===== config.mk =====
export PLATFORM = sky130hd
export DESIGN_NAME = rad_region_attribute_decoder
export DESIGN_NICKNAME = d
export VERILOG_FILES = /design/src/hdl/rad_region_attribute_decoder.v
export VERILOG_INCLUDE_DIRS = /design/src /design/src/hdl
export SDC_FILE = /design/constraint.sdc
export NUM_CORES = 1
export LEC_CHECK = 0
export ABC_CLOCK_PERIOD_IN_PS = 4000
export BUFFER_PORTS_ARGS = -buffer_cell sky130_fd_sc_hd__buf_4
export CAP_MARGIN = 20
export CELL_PAD_IN_SITES_DETAIL_PLACEMENT = 1
export CELL_PAD_IN_SITES_GLOBAL_PLACEMENT = 2
export CORE_ASPECT_RATIO = 0.7
export CORE_MARGIN = 4
export CORE_UTILIZATION = 44
export CTS_CLUSTER_SIZE = 8
export DETAILED_ROUTE_END_ITERATION = 6
export PLACE_DENSITY_LB_ADDON = 0.1
export SYNTH_ARGS = -nofsm -noshare
export SYNTH_HDL_FRONTEND = slang
export SYNTH_SLANG_ARGS = --single-unit

===== constraint.sdc =====
create_clock -name aclk -period 4 [get_ports aclk]
set_clock_uncertainty 0.15 [all_clocks]
set_input_delay 0 -clock aclk [delete_from_list [all_inputs] [get_ports aclk]]
set_output_delay 0 -clock aclk [all_outputs]
set_load 0.02 [all_outputs]

===== src/hdl/rad_defs.vh =====
// rad_defs.vh: offsets, field positions, reset values and encodings
// assumes inclusion by bare name from the decoder top
`ifndef RAD_DEFS_VH
`define RAD_DEFS_VH

// register byte offsets (32-bit aligned words)
`define RAD_OFS_RNR         4'h0
`define RAD_OFS_RASR        4'h4
`define RAD_OFS_STAT        4'h8
`define RAD_OFS_FETCH       4'hC

// field positions of the attribute register
`define RAD_EXEC_NEVER_BIT  28
`define RAD_ACC_PERM_HI     26
`define RAD_ACC_PERM_LO     24
`define RAD_TYPE_EXT_HI     21
`define RAD_TYPE_EXT_LO     19
`define RAD_S_BIT           18
`define RAD_C_BIT           17
`define RAD_B_BIT           16
`define RAD_SUB_DIS_HI      15
`define RAD_SUB_DIS_LO      8
`define RAD_SIZE_HI         5
`define RAD_SIZE_LO         1
`define RAD_EN_BIT          0

// writable bits of the attribute register
`define RAD_RASR_MASK       32'h173FFF3F
`define RAD_RASR_RST        32'h00000000
`define RAD_RNR_RST         8'h00

// size code at or below which subregions do not exist (128 bytes)
`define RAD_SIZE_NOSUB      5'h06

// memory types
`define RAD_MT_STRONG       3'h0
`define RAD_MT_DEVICE       3'h1
`define RAD_MT_NORMAL       3'h2
`define RAD_MT_RESERVED     3'h3
`define RAD_MT_IMPDEF       3'h4

// cache policy codes
`define RAD_CP_NC           2'h0
`define RAD_CP_WBWA         2'h1
`define RAD_CP_WTNA         2'h2
`define RAD_CP_WBNA         2'h3

// axi response codes
`define RAD_RESP_OKAY       2'h0
`define RAD_RESP_SLVERR     2'h2

`endif


===== src/hdl/rad_region_attribute_decoder.v =====
// rad_region_attribute_decoder.v: region attribute register and decoder
// assumes an axi4-lite master on aclk and a core that asks about fetches
// assumes lookup inputs come from logic on aclk, so they are not synchronised
//
// Contract
// - execute-never bit 28 set blocks instruction fetches; clear permits them.
// - each subregion-disable bit 15:8 disables its subregion when set.
// - regions of 128 bytes or less have no subregions at all.
// - attribute register takes word and halfword writes; upper half attributes, lower size.
// - register serves region chosen by region number; fixed bit positions.
// - ext 000, C 0: strongly-ordered if B 0, device if B 1; shareable.
// - ext 000, C 1, B 0: normal write-through, no allocate; shareable per S.
// - ext 000, C 1, B 1: normal write-back, no allocate; shareable per S.
// - ext 001, C 0, B 0: normal noncacheable; shareable per S.
// - ext 001: C0B1 reserved, C1B0 implementation defined, C1B1 write-back allocate.
// - top ext bit set: cached normal; ext low bits outer, C,B inner.
// - policy code 00 nc, 01 wb-alloc, 10 wt-no-alloc, 11 wb-no-alloc.
// - don't-care bits are ignored when decoding memory attributes.
//
// Design decisions made here: register access over AXI4-Lite and the address map.
`timescale 1ns/1ps
`include "rad_defs.vh"

module rad_region_attribute_decoder #(
    parameter NUM_REGIONS = 8,
    parameter RNR_W       = 3
) (
    input  wire        aclk,
    input  wire        aresetn,
    input  wire [3:0]  s_axi_awaddr,
    input  wire        s_axi_awvalid,
    output wire        s_axi_awready,
    input  wire [31:0] s_axi_wdata,
    input  wire [3:0]  s_axi_wstrb,
    input  wire        s_axi_wvalid,
    output wire        s_axi_wready,
    output reg  [1:0]  s_axi_bresp,
    output reg         s_axi_bvalid,
    input  wire        s_axi_bready,
    input  wire [3:0]  s_axi_araddr,
    input  wire        s_axi_arvalid,
    output wire        s_axi_arready,
    output reg  [31:0] s_axi_rdata,
    output reg  [1:0]  s_axi_rresp,
    output reg         s_axi_rvalid,
    input  wire        s_axi_rready,
    input  wire [RNR_W-1:0] lookup_region,
    input  wire [2:0]  lookup_subregion,
    input  wire        lookup_fetch,
    output reg         region_enable,
    output reg         subregion_active,
    output reg         fetch_allowed,
    output reg  [2:0]  mem_type,
    output reg         shareable,
    output reg  [1:0]  outer_policy,
    output reg  [1:0]  inner_policy,
    output reg  [2:0]  access_permission
);

    ////////////////////////////////////////////////////////////////////////
    // storage

    // per-region attribute words and the region selector
    reg  [31:0]      attr_r [0:NUM_REGIONS-1];
    reg  [RNR_W-1:0] region_number_r;
    // halves of a write that arrived one channel at a time
    reg  [3:0]       awaddr_r;
    reg              aw_held_r;
    reg  [31:0]      wdata_r;
    reg  [3:0]       wstrb_r;
    reg              w_held_r;
    reg  [31:0]      decode_stat_r;

    // held copy of a channel wins over the live bus
    wire [3:0]       aw_addr  = aw_held_r ? awaddr_r : s_axi_awaddr;
    wire [31:0]      w_data   = w_held_r ? wdata_r : s_axi_wdata;
    wire [3:0]       w_strb   = w_held_r ? wstrb_r : s_axi_wstrb;
    wire             aw_have  = aw_held_r | s_axi_awvalid;
    wire             w_have   = w_held_r | s_axi_wvalid;
    // a write completes once both halves are in and no answer waits
    wire             wr_fire  = aw_have & w_have & ~s_axi_bvalid;
    wire             rd_fire  = s_axi_arvalid & s_axi_arready;

    // ready is combinational so a channel is taken the cycle it appears
    // address and data accepted separately, held until both are in
    assign s_axi_awready = ~aw_held_r & ~s_axi_bvalid;
    assign s_axi_wready  = ~w_held_r & ~s_axi_bvalid;
    assign s_axi_arready = ~s_axi_rvalid;

    ////////////////////////////////////////////////////////////////////////
    // byte-lane merge: word and halfword writes both land

    function [31:0] merge;
        input [31:0] old_v;
        input [31:0] new_v;
        input [3:0]  strb;
        integer      k;
        begin
            merge = old_v;
            for (k = 0; k < 4; k = k + 1) begin
                if (strb[k]) begin
                    merge[k*8 +: 8] = new_v[k*8 +: 8];
                end
            end
            // bits outside the writable mask read back as zero, so
            // software cannot park stray state in unused positions
            merge = merge & `RAD_RASR_MASK;
        end
    endfunction

    ////////////////////////////////////////////////////////////////////////
    // write channel holding registers and response

    always @(posedge aclk) begin
        if (!aresetn) begin
            aw_held_r    <= 1'b0;
            awaddr_r     <= 4'h0;
            w_held_r     <= 1'b0;
            wdata_r      <= 32'h00000000;
            wstrb_r      <= 4'h0;
            s_axi_bvalid <= 1'b0;
            s_axi_bresp  <= `RAD_RESP_OKAY;
        end else begin
            // answer leaves on the bready edge; new writes wait for that,
            // which keeps one write in flight and loses no address
            if (s_axi_bvalid && s_axi_bready) begin
                s_axi_bvalid <= 1'b0;
            end
            if (wr_fire) begin
                aw_held_r    <= 1'b0;
                w_held_r     <= 1'b0;
                s_axi_bvalid <= 1'b1;
                // unmapped and read-only offsets answer slverr, change nothing
                if (aw_addr == `RAD_OFS_RNR || aw_addr == `RAD_OFS_RASR) begin
                    s_axi_bresp <= `RAD_RESP_OKAY;
                end else begin
                    s_axi_bresp <= `RAD_RESP_SLVERR;
                end
            end else begin
                // park whichever half arrives first
                if (s_axi_awvalid && s_axi_awready) begin
                    aw_held_r <= 1'b1;
                    awaddr_r  <= s_axi_awaddr;
                end
                if (s_axi_wvalid && s_axi_wready) begin
                    w_held_r <= 1'b1;
                    wdata_r  <= s_axi_wdata;
                    wstrb_r  <= s_axi_wstrb;
                end
            end
        end
    end

    // region number selects the target region
    // only the low byte lane carries the region number
    always @(posedge aclk) begin
        if (!aresetn) begin
            region_number_r <= {RNR_W{1'b0}};
        end else if (wr_fire && aw_addr == `RAD_OFS_RNR && w_strb[0]) begin
            region_number_r <= w_data[RNR_W-1:0];
        end
    end

    // one attribute word per region
    // selector widened to the loop counter so the compare is width-matched
    genvar g;
    generate
        for (g = 0; g < NUM_REGIONS; g = g + 1) begin : g_reg
            always @(posedge aclk) begin
                if (!aresetn) begin
                    attr_r[g] <= `RAD_RASR_RST;
                end else if (wr_fire && aw_addr == `RAD_OFS_RASR &&
                             {{(32-RNR_W){1'b0}}, region_number_r} == g) begin
                    attr_r[g] <= merge(attr_r[g], w_data, w_strb);
                end
            end
        end
    endgenerate

    ////////////////////////////////////////////////////////////////////////
    // attribute decode

    function [9:0] decode;  // {type[2:0], share, outer[1:0], inner[1:0], pad[1:0]}
        input [2:0] ext;
        input       c;
        input       b;
        input       s;
        reg   [2:0] mt;
        reg         sh;
        reg   [1:0] op;
        reg   [1:0] ip;
        begin
            // every encoding starts reserved, non-shareable and non-cacheable,
            // so a combination not named below decodes safely
            mt = `RAD_MT_RESERVED;
            sh = 1'b0;
            op = `RAD_CP_NC;
            ip = `RAD_CP_NC;
            if (ext[2]) begin
                // cached normal, outer from ext, inner from C,B
                mt = `RAD_MT_NORMAL;
                sh = s;
                op = ext[1:0];
                ip = {c, b};
            end else begin
                case (ext[1:0])
                    2'h0: begin
                        if (!c) begin
                            mt = b ? `RAD_MT_DEVICE : `RAD_MT_STRONG;
                            sh = 1'b1;
                        end else begin
                            mt = `RAD_MT_NORMAL;
                            sh = s;
                            // inner and outer policy match for these codes
                            op = b ? `RAD_CP_WBNA : `RAD_CP_WTNA;
                            ip = op;
                        end
                    end
                    2'h1: begin
                        case ({c, b})
                            2'h0: begin
                                mt = `RAD_MT_NORMAL;
                                sh = s;
                            end
                            2'h1: mt = `RAD_MT_RESERVED;
                            2'h2: mt = `RAD_MT_IMPDEF;
                            default: begin
                                mt = `RAD_MT_NORMAL;
                                sh = s;
                                op = `RAD_CP_WBWA;
                                ip = `RAD_CP_WBWA;
                            end
                        endcase
                    end
                    2'h2: begin
                        if (!c && !b) begin
                            mt = `RAD_MT_DEVICE;
                        end
                    end
                    // ext 011 has no assigned meaning: reserved
                    default: mt = `RAD_MT_RESERVED;
                endcase
            end
            decode = {mt, sh, op, ip, 2'h0};
        end
    endfunction

    // lookup path reads the queried region, software view the selected one
    wire [31:0] look_w = attr_r[lookup_region];
    wire [31:0] sel_w  = attr_r[region_number_r];
    wire [9:0]  look_d = decode(look_w[`RAD_TYPE_EXT_HI:`RAD_TYPE_EXT_LO], look_w[`RAD_C_BIT],
                                look_w[`RAD_B_BIT], look_w[`RAD_S_BIT]);
    wire [9:0]  sel_d  = decode(sel_w[`RAD_TYPE_EXT_HI:`RAD_TYPE_EXT_LO], sel_w[`RAD_C_BIT],
                                sel_w[`RAD_B_BIT], sel_w[`RAD_S_BIT]);
    // small region: size code at or below the no-subregion limit
    wire        look_nosub = (look_w[`RAD_SIZE_HI:`RAD_SIZE_LO] <= `RAD_SIZE_NOSUB);
    // disable bit of the queried subregion
    wire        look_off   = look_w[`RAD_SUB_DIS_LO + lookup_subregion];

    // registered lookup outputs, one cycle after the query
    // outputs are recomputed every cycle from the lookup inputs and the queried attribute word
    always @(posedge aclk) begin
        if (!aresetn) begin
            region_enable     <= 1'b0;
            subregion_active  <= 1'b0;
            fetch_allowed     <= 1'b0;
            mem_type          <= `RAD_MT_STRONG;
            shareable         <= 1'b0;
            outer_policy      <= `RAD_CP_NC;
            inner_policy      <= `RAD_CP_NC;
            access_permission <= 3'h0;
        end else begin
            // a disabled region never reports a live subregion or a fetch
            region_enable <= look_w[`RAD_EN_BIT];
            // small regions ignore the disable bits
            subregion_active <= look_w[`RAD_EN_BIT] & (look_nosub | ~look_off);
            // execute-never blocks fetches
            // fetch needs the query, an enabled region and a live subregion
            fetch_allowed     <= lookup_fetch & look_w[`RAD_EN_BIT] & ~look_w[`RAD_EXEC_NEVER_BIT]
                                 & (look_nosub | ~look_off);
            mem_type          <= look_d[9:7];
            shareable         <= look_d[6];
            outer_policy      <= look_d[5:4];
            inner_policy      <= look_d[3:2];
            // access permission passes through undecoded
            access_permission <= look_w[`RAD_ACC_PERM_HI:`RAD_ACC_PERM_LO];
        end
    end

    // decoded view of the selected region for software
    // status lags the register by one cycle, so a read right after
    // an attribute write may still see the old decode
    // bit 0 fetch ok, 2:1 inner, 4:3 outer, 5 share, 8:6 type
    always @(posedge aclk) begin
        if (!aresetn) begin
            decode_stat_r <= 32'h00000000;
        end else begin
            decode_stat_r <= {23'h000000, sel_d[9:2], ~sel_w[`RAD_EXEC_NEVER_BIT]};
        end
    end

    ////////////////////////////////////////////////////////////////////////
    // read channel

    always @(posedge aclk) begin
        if (!aresetn) begin
            s_axi_rvalid <= 1'b0;
            s_axi_rdata  <= 32'h00000000;
            s_axi_rresp  <= `RAD_RESP_OKAY;
        end else begin
            // one read in flight: answer leaves on the rready edge
            if (s_axi_rvalid && s_axi_rready) begin
                s_axi_rvalid <= 1'b0;
            end
            if (rd_fire) begin
                s_axi_rvalid <= 1'b1;
                s_axi_rresp  <= `RAD_RESP_OKAY;
                case (s_axi_araddr)
                    `RAD_OFS_RNR:   s_axi_rdata <= {{(32-RNR_W){1'b0}}, region_number_r};
                    `RAD_OFS_RASR:  s_axi_rdata <= sel_w;
                    `RAD_OFS_STAT:  s_axi_rdata <= decode_stat_r;
                    // unmapped offsets read as zero with slverr
                    default: begin
                        s_axi_rdata <= 32'h00000000;
                        s_axi_rresp <= `RAD_RESP_SLVERR;
                    end
                endcase
            end
        end
    end

endmodule


==> flow_summary.rst <==
.. list-table::
   :header-rows: 1

   * - Metric
     - Value
   * - CP Class
     - flip-flop to flip-flop
   * - Max-slew headroom
     - 0.248
   * - Fin. Hold Viols
     - 0
   * - Critical Path RT
     - 4.32 ns
   * - Number of pins exceeding their max-slew limit in the final report
     - 0
   * - Clock transition at path regs
     - 0.05 ns
   * - Core Footprint
     - 0.0302 mm2
   * - Post-synthesis to final-layout area growth
     - 23.5%
   * - Total power of the final layout
     - 7.43 mW
   * - Top routing layer in use
     - met4
   * - CTS Root Cell
     - clkbuf_16
   * - Top flip-flop cell by instance count after synthesis
     - edfxtp_1
   * - Result of the run
     - finished, final reports clean
   * - Largest driver fanout on the critical path
     - 2
   * - Detailed Routing Iterations Pass 1
     - 5
   * - Die W
     - 218 um
   * - VDD IR max
     - 0.000280 V
   * - Count of routing violations after the opening detailed-route iteration
     - 774
   * - Initial Utilization
     - 0.449
   * - Unrepaired setup endpoints after global routing
     - no
   * - EDFF count, synth
     - 192
   * - Antenna violations before repair
     - 0
   * - Ports
     - 113
   * - Height of the chip
     - 155 um
   * - Crit path top cell by count
     - dlygate4sd3_1
   * - Hold Path Class
     - primary input to flip-flop
   * - Pin count of the biggest net entering global routing
     - 46
   * - Count of port buffers added during placement
     - 96
   * - Detail Route met3 WL
     - 2410 um
   * - DIE AREA
     - 0.0337 mm2
   * - Accumulated negative setup slack
     - 0 ns
   * - Post-detailed-route wirelength per cell
     - 23.4 um
   * - Largest buffer count on any clock path
     - 3
   * - Slowest cell on crit path
     - dlygate4sd3_1
   * - Maximum clock rate
     - 289 MHz
   * - Setup violators final
     - 0
   * - Critical Path AT
     - 3.79 ns
   * - CP endpoint kind
     - flip-flop
   * - Synthesized instance count
     - 1118
   * - Worst Setup Start Kind
     - flip-flop
   * - Cell family contributing the most delay on the critical path
     - buffers and inverters
   * - GRT Total Usage
     - 0.245
   * - Yosys reg bits
     - 285
   * - Number of setup buffers added after CTS
     - 0
   * - Time the final worst path needs with I/O delays and setup
     - 3.47 ns
   * - Share of the cycle needed by the critical path after routing
     - 0.866
   * - Worst-Skew Late Latency
     - 0.54 ns
   * - CTS-repair resized insts
     - 0
   * - TritonCTS clock tree
     - done
   * - Syn Area/Cell
     - 12.1 um2
   * - Routed length on met2
     - 18200 um
   * - Leftover overflow at the end of global routing
     - 0
   * - Fin worst setup slack
     - 0.535 ns
   * - Sequential-to-total area share from yosys stat
     - 0.563
   * - Proportion of synthesized flip-flops having asynchronous set or reset
     - 0
   * - Buffers & Inverters on Critical Path
     - 2
   * - Max-Cap Viols
     - 0
   * - Number of distinct library cells after synthesis
     - 54
   * - Vias in the first global route
     - 10200
   * - Yosys warnings
     - 0
   * - CTS Sinks
     - 285
   * - Site row count
     - 53
   * - Count of antenna-violating nets left after detailed routing
     - 0
   * - First-pass GRT wire length
     - 62700 um
   * - Pre-CTS worst setup slack
     - 0.991 ns
   * - Leakage dissipation
     - 6.19 nW
   * - Placed wire-length estimate after detailed placement
     - 28200 um
   * - Layout cell share with drive strength beyond 1
     - 0.214
   * - Number of vias in the routed layout
     - 9880
   * - Mapped Area
     - 0.0136 mm2
   * - Max stage delay on crit path
     - 0.59 ns
   * - Met1 layer wirelength in the final routing
     - 19700 um
   * - Placer Congestion
     - 0.820
   * - Per-cell via count in the routed design
     - 5.63
   * - CTS buffer count
     - 41
   * - Final Net Count
     - 1379
   * - # DRC
     - 0
   * - List of cells traversed by the critical path
     - mux4_2 > mux2i_1 > o22ai_1 > o41a_1 > dlygate4sd3_1 > a21boi_1 > dlygate4sd3_1
   * - H-tree levels
     - 2
   * - Worst-Margin Slew
     - 1.10 ns
   * - Ant diodes
     - 0
   * - Sum of routed wire length over all layers
     - 41000 um
   * - Power density relative to cell area
     - 444 mW/mm2
==> cell usage after synthesis (8+ instances only) <==
cell | number | share of area
nand2_2 | 8 | 0.0037
inv_1 | 10 | 0.0028
a22oi_1 | 19 | 0.011
nand3_1 | 19 | 0.0070
o21ai_0 | 11 | 0.0041
buf_2 | 17 | 0.0063
ha_1 | 12 | 0.011
dfxtp_1 | 93 | 0.14
buf_4 | 13 | 0.0072
nand2_1 | 140 | 0.039
mux2i_1 | 78 | 0.058
nor2_1 | 248 | 0.069
a21oi_1 | 49 | 0.018
edfxtp_1 | 192 | 0.43
mux4_2 | 78 | 0.13
clkbuf_1 | 26 | 0.0072
mux2_2 | 18 | 0.015
nor3_1 | 13 | 0.0048
==> power by group <==
| part | total (mW) | internal (mW) | leakage, nW | switching (mW) |
|---|---|---|---|---|
| Clock | 3.28 | 2.00 | 0.575 | 1.29 |
| Combinational | 0.801 | 0.334 | 2.88 | 0.468 |
| Sequential | 3.34 | 3.26 | 2.74 | 0.0837 |
==> per-layer routing <==
metal,vias to the layer above,track usage
li1,4469,-
met1,5077,0.373
met2,284,0.373
met3,50,0.0414
met4,0,0.0541
met5,-,0
==> worst min-delay path: cells and delay by family <==
family	cells	cell delay, ns
AND/OR/NAND/NOR	1	0.19
buffers and inverters	1	0.22
multiplexers	1	0.23
==> final timing paths <==
check	from	end	slack (ns)	depth (start not counted)
setup / recovery	attr_r[2][7]	subregion_active	0.53	7
hold / removal	lookup_region[1]	region_enable	0.03	3
setup reg to reg	attr_r[2][7]	subregion_active	0.53	7
hold reg to reg	s_axi_rresp[1]	s_axi_rresp[1]	0.30	2
==> stage by stage <==
step / std cells / util / hold slack [ns] / instance area, um2
after floorplan: 1125 / - / -0.0499 / 13600
after detailed placement: 1589 / 0.486 / 0.0391 / 14700
after global placement: 1589 / 0.486 / 0.0432 / 14700
after global routing: 1754 / 0.555 / 0.0572 / 16700
after CTS: 1750 / 0.554 / 0.000142 / 16700
final: 1754 / 0.555 / 0.0304 / 16700
==> timing repair <==
action / in CTS / in global routing
hold buffers: 85 / 0
setup endpoints to repair: 0 / 0
endpoints found under the hold margin: 216 / 0
==> logic make-up after synthesis <==
| family | synth area share |
|---|---|
| simple gates | 0.143 |
| flops | 0.563 |
| mux | 0.207 |
| compound gates | 0.0496 |
| buf+inv | 0.0265 |
| fa+ha+maj | 0.0111 |
| other cells | 0.000277 |
==> cells in the final DEF (no fill, tap or decap), types with 10 or more instances in the layout <==
cell	netlist	routed
nor2_1	248	248
edfxtp_1	192	192
nand2_1	140	140
buf_4	13	119
dfxtp_1	93	90
dlygate4sd3_1	0	85
mux4_2	78	78
mux2i_1	78	78
a21oi_1	49	49
clkbuf_16	0	43
clkbuf_1	26	31
nand3_1	19	19
a22oi_1	19	19
mux2_2	18	18
nor3_1	13	13
ha_1	12	12
o21ai_0	11	11
inv_1	10	10
==> cell type report <==
cell class / count / area, um2
clock buffers: 74 / 1190
clock inverters: 2 / 13.8
fillers: 3123 / 13400
inverters: 12 / 45.0
multi-input cells: 765 / 5590
flip-flops and latches: 285 / 7630
well taps: 412 / 515
repair buffers: 204 / 1740
==> state kept, by name, summed over array words and instances, names as in the netlist, 2 cells and up, named ones only <==
name and cells:
attr_r 192, s_axi_rdata 26, wdata_r 24, decode_stat_r 9, awaddr_r 4, wstrb_r 4
access_permission 3, mem_type 3, region_number_r 3, inner_policy 2, outer_policy 2
Power figures use the tool's default switching activity.
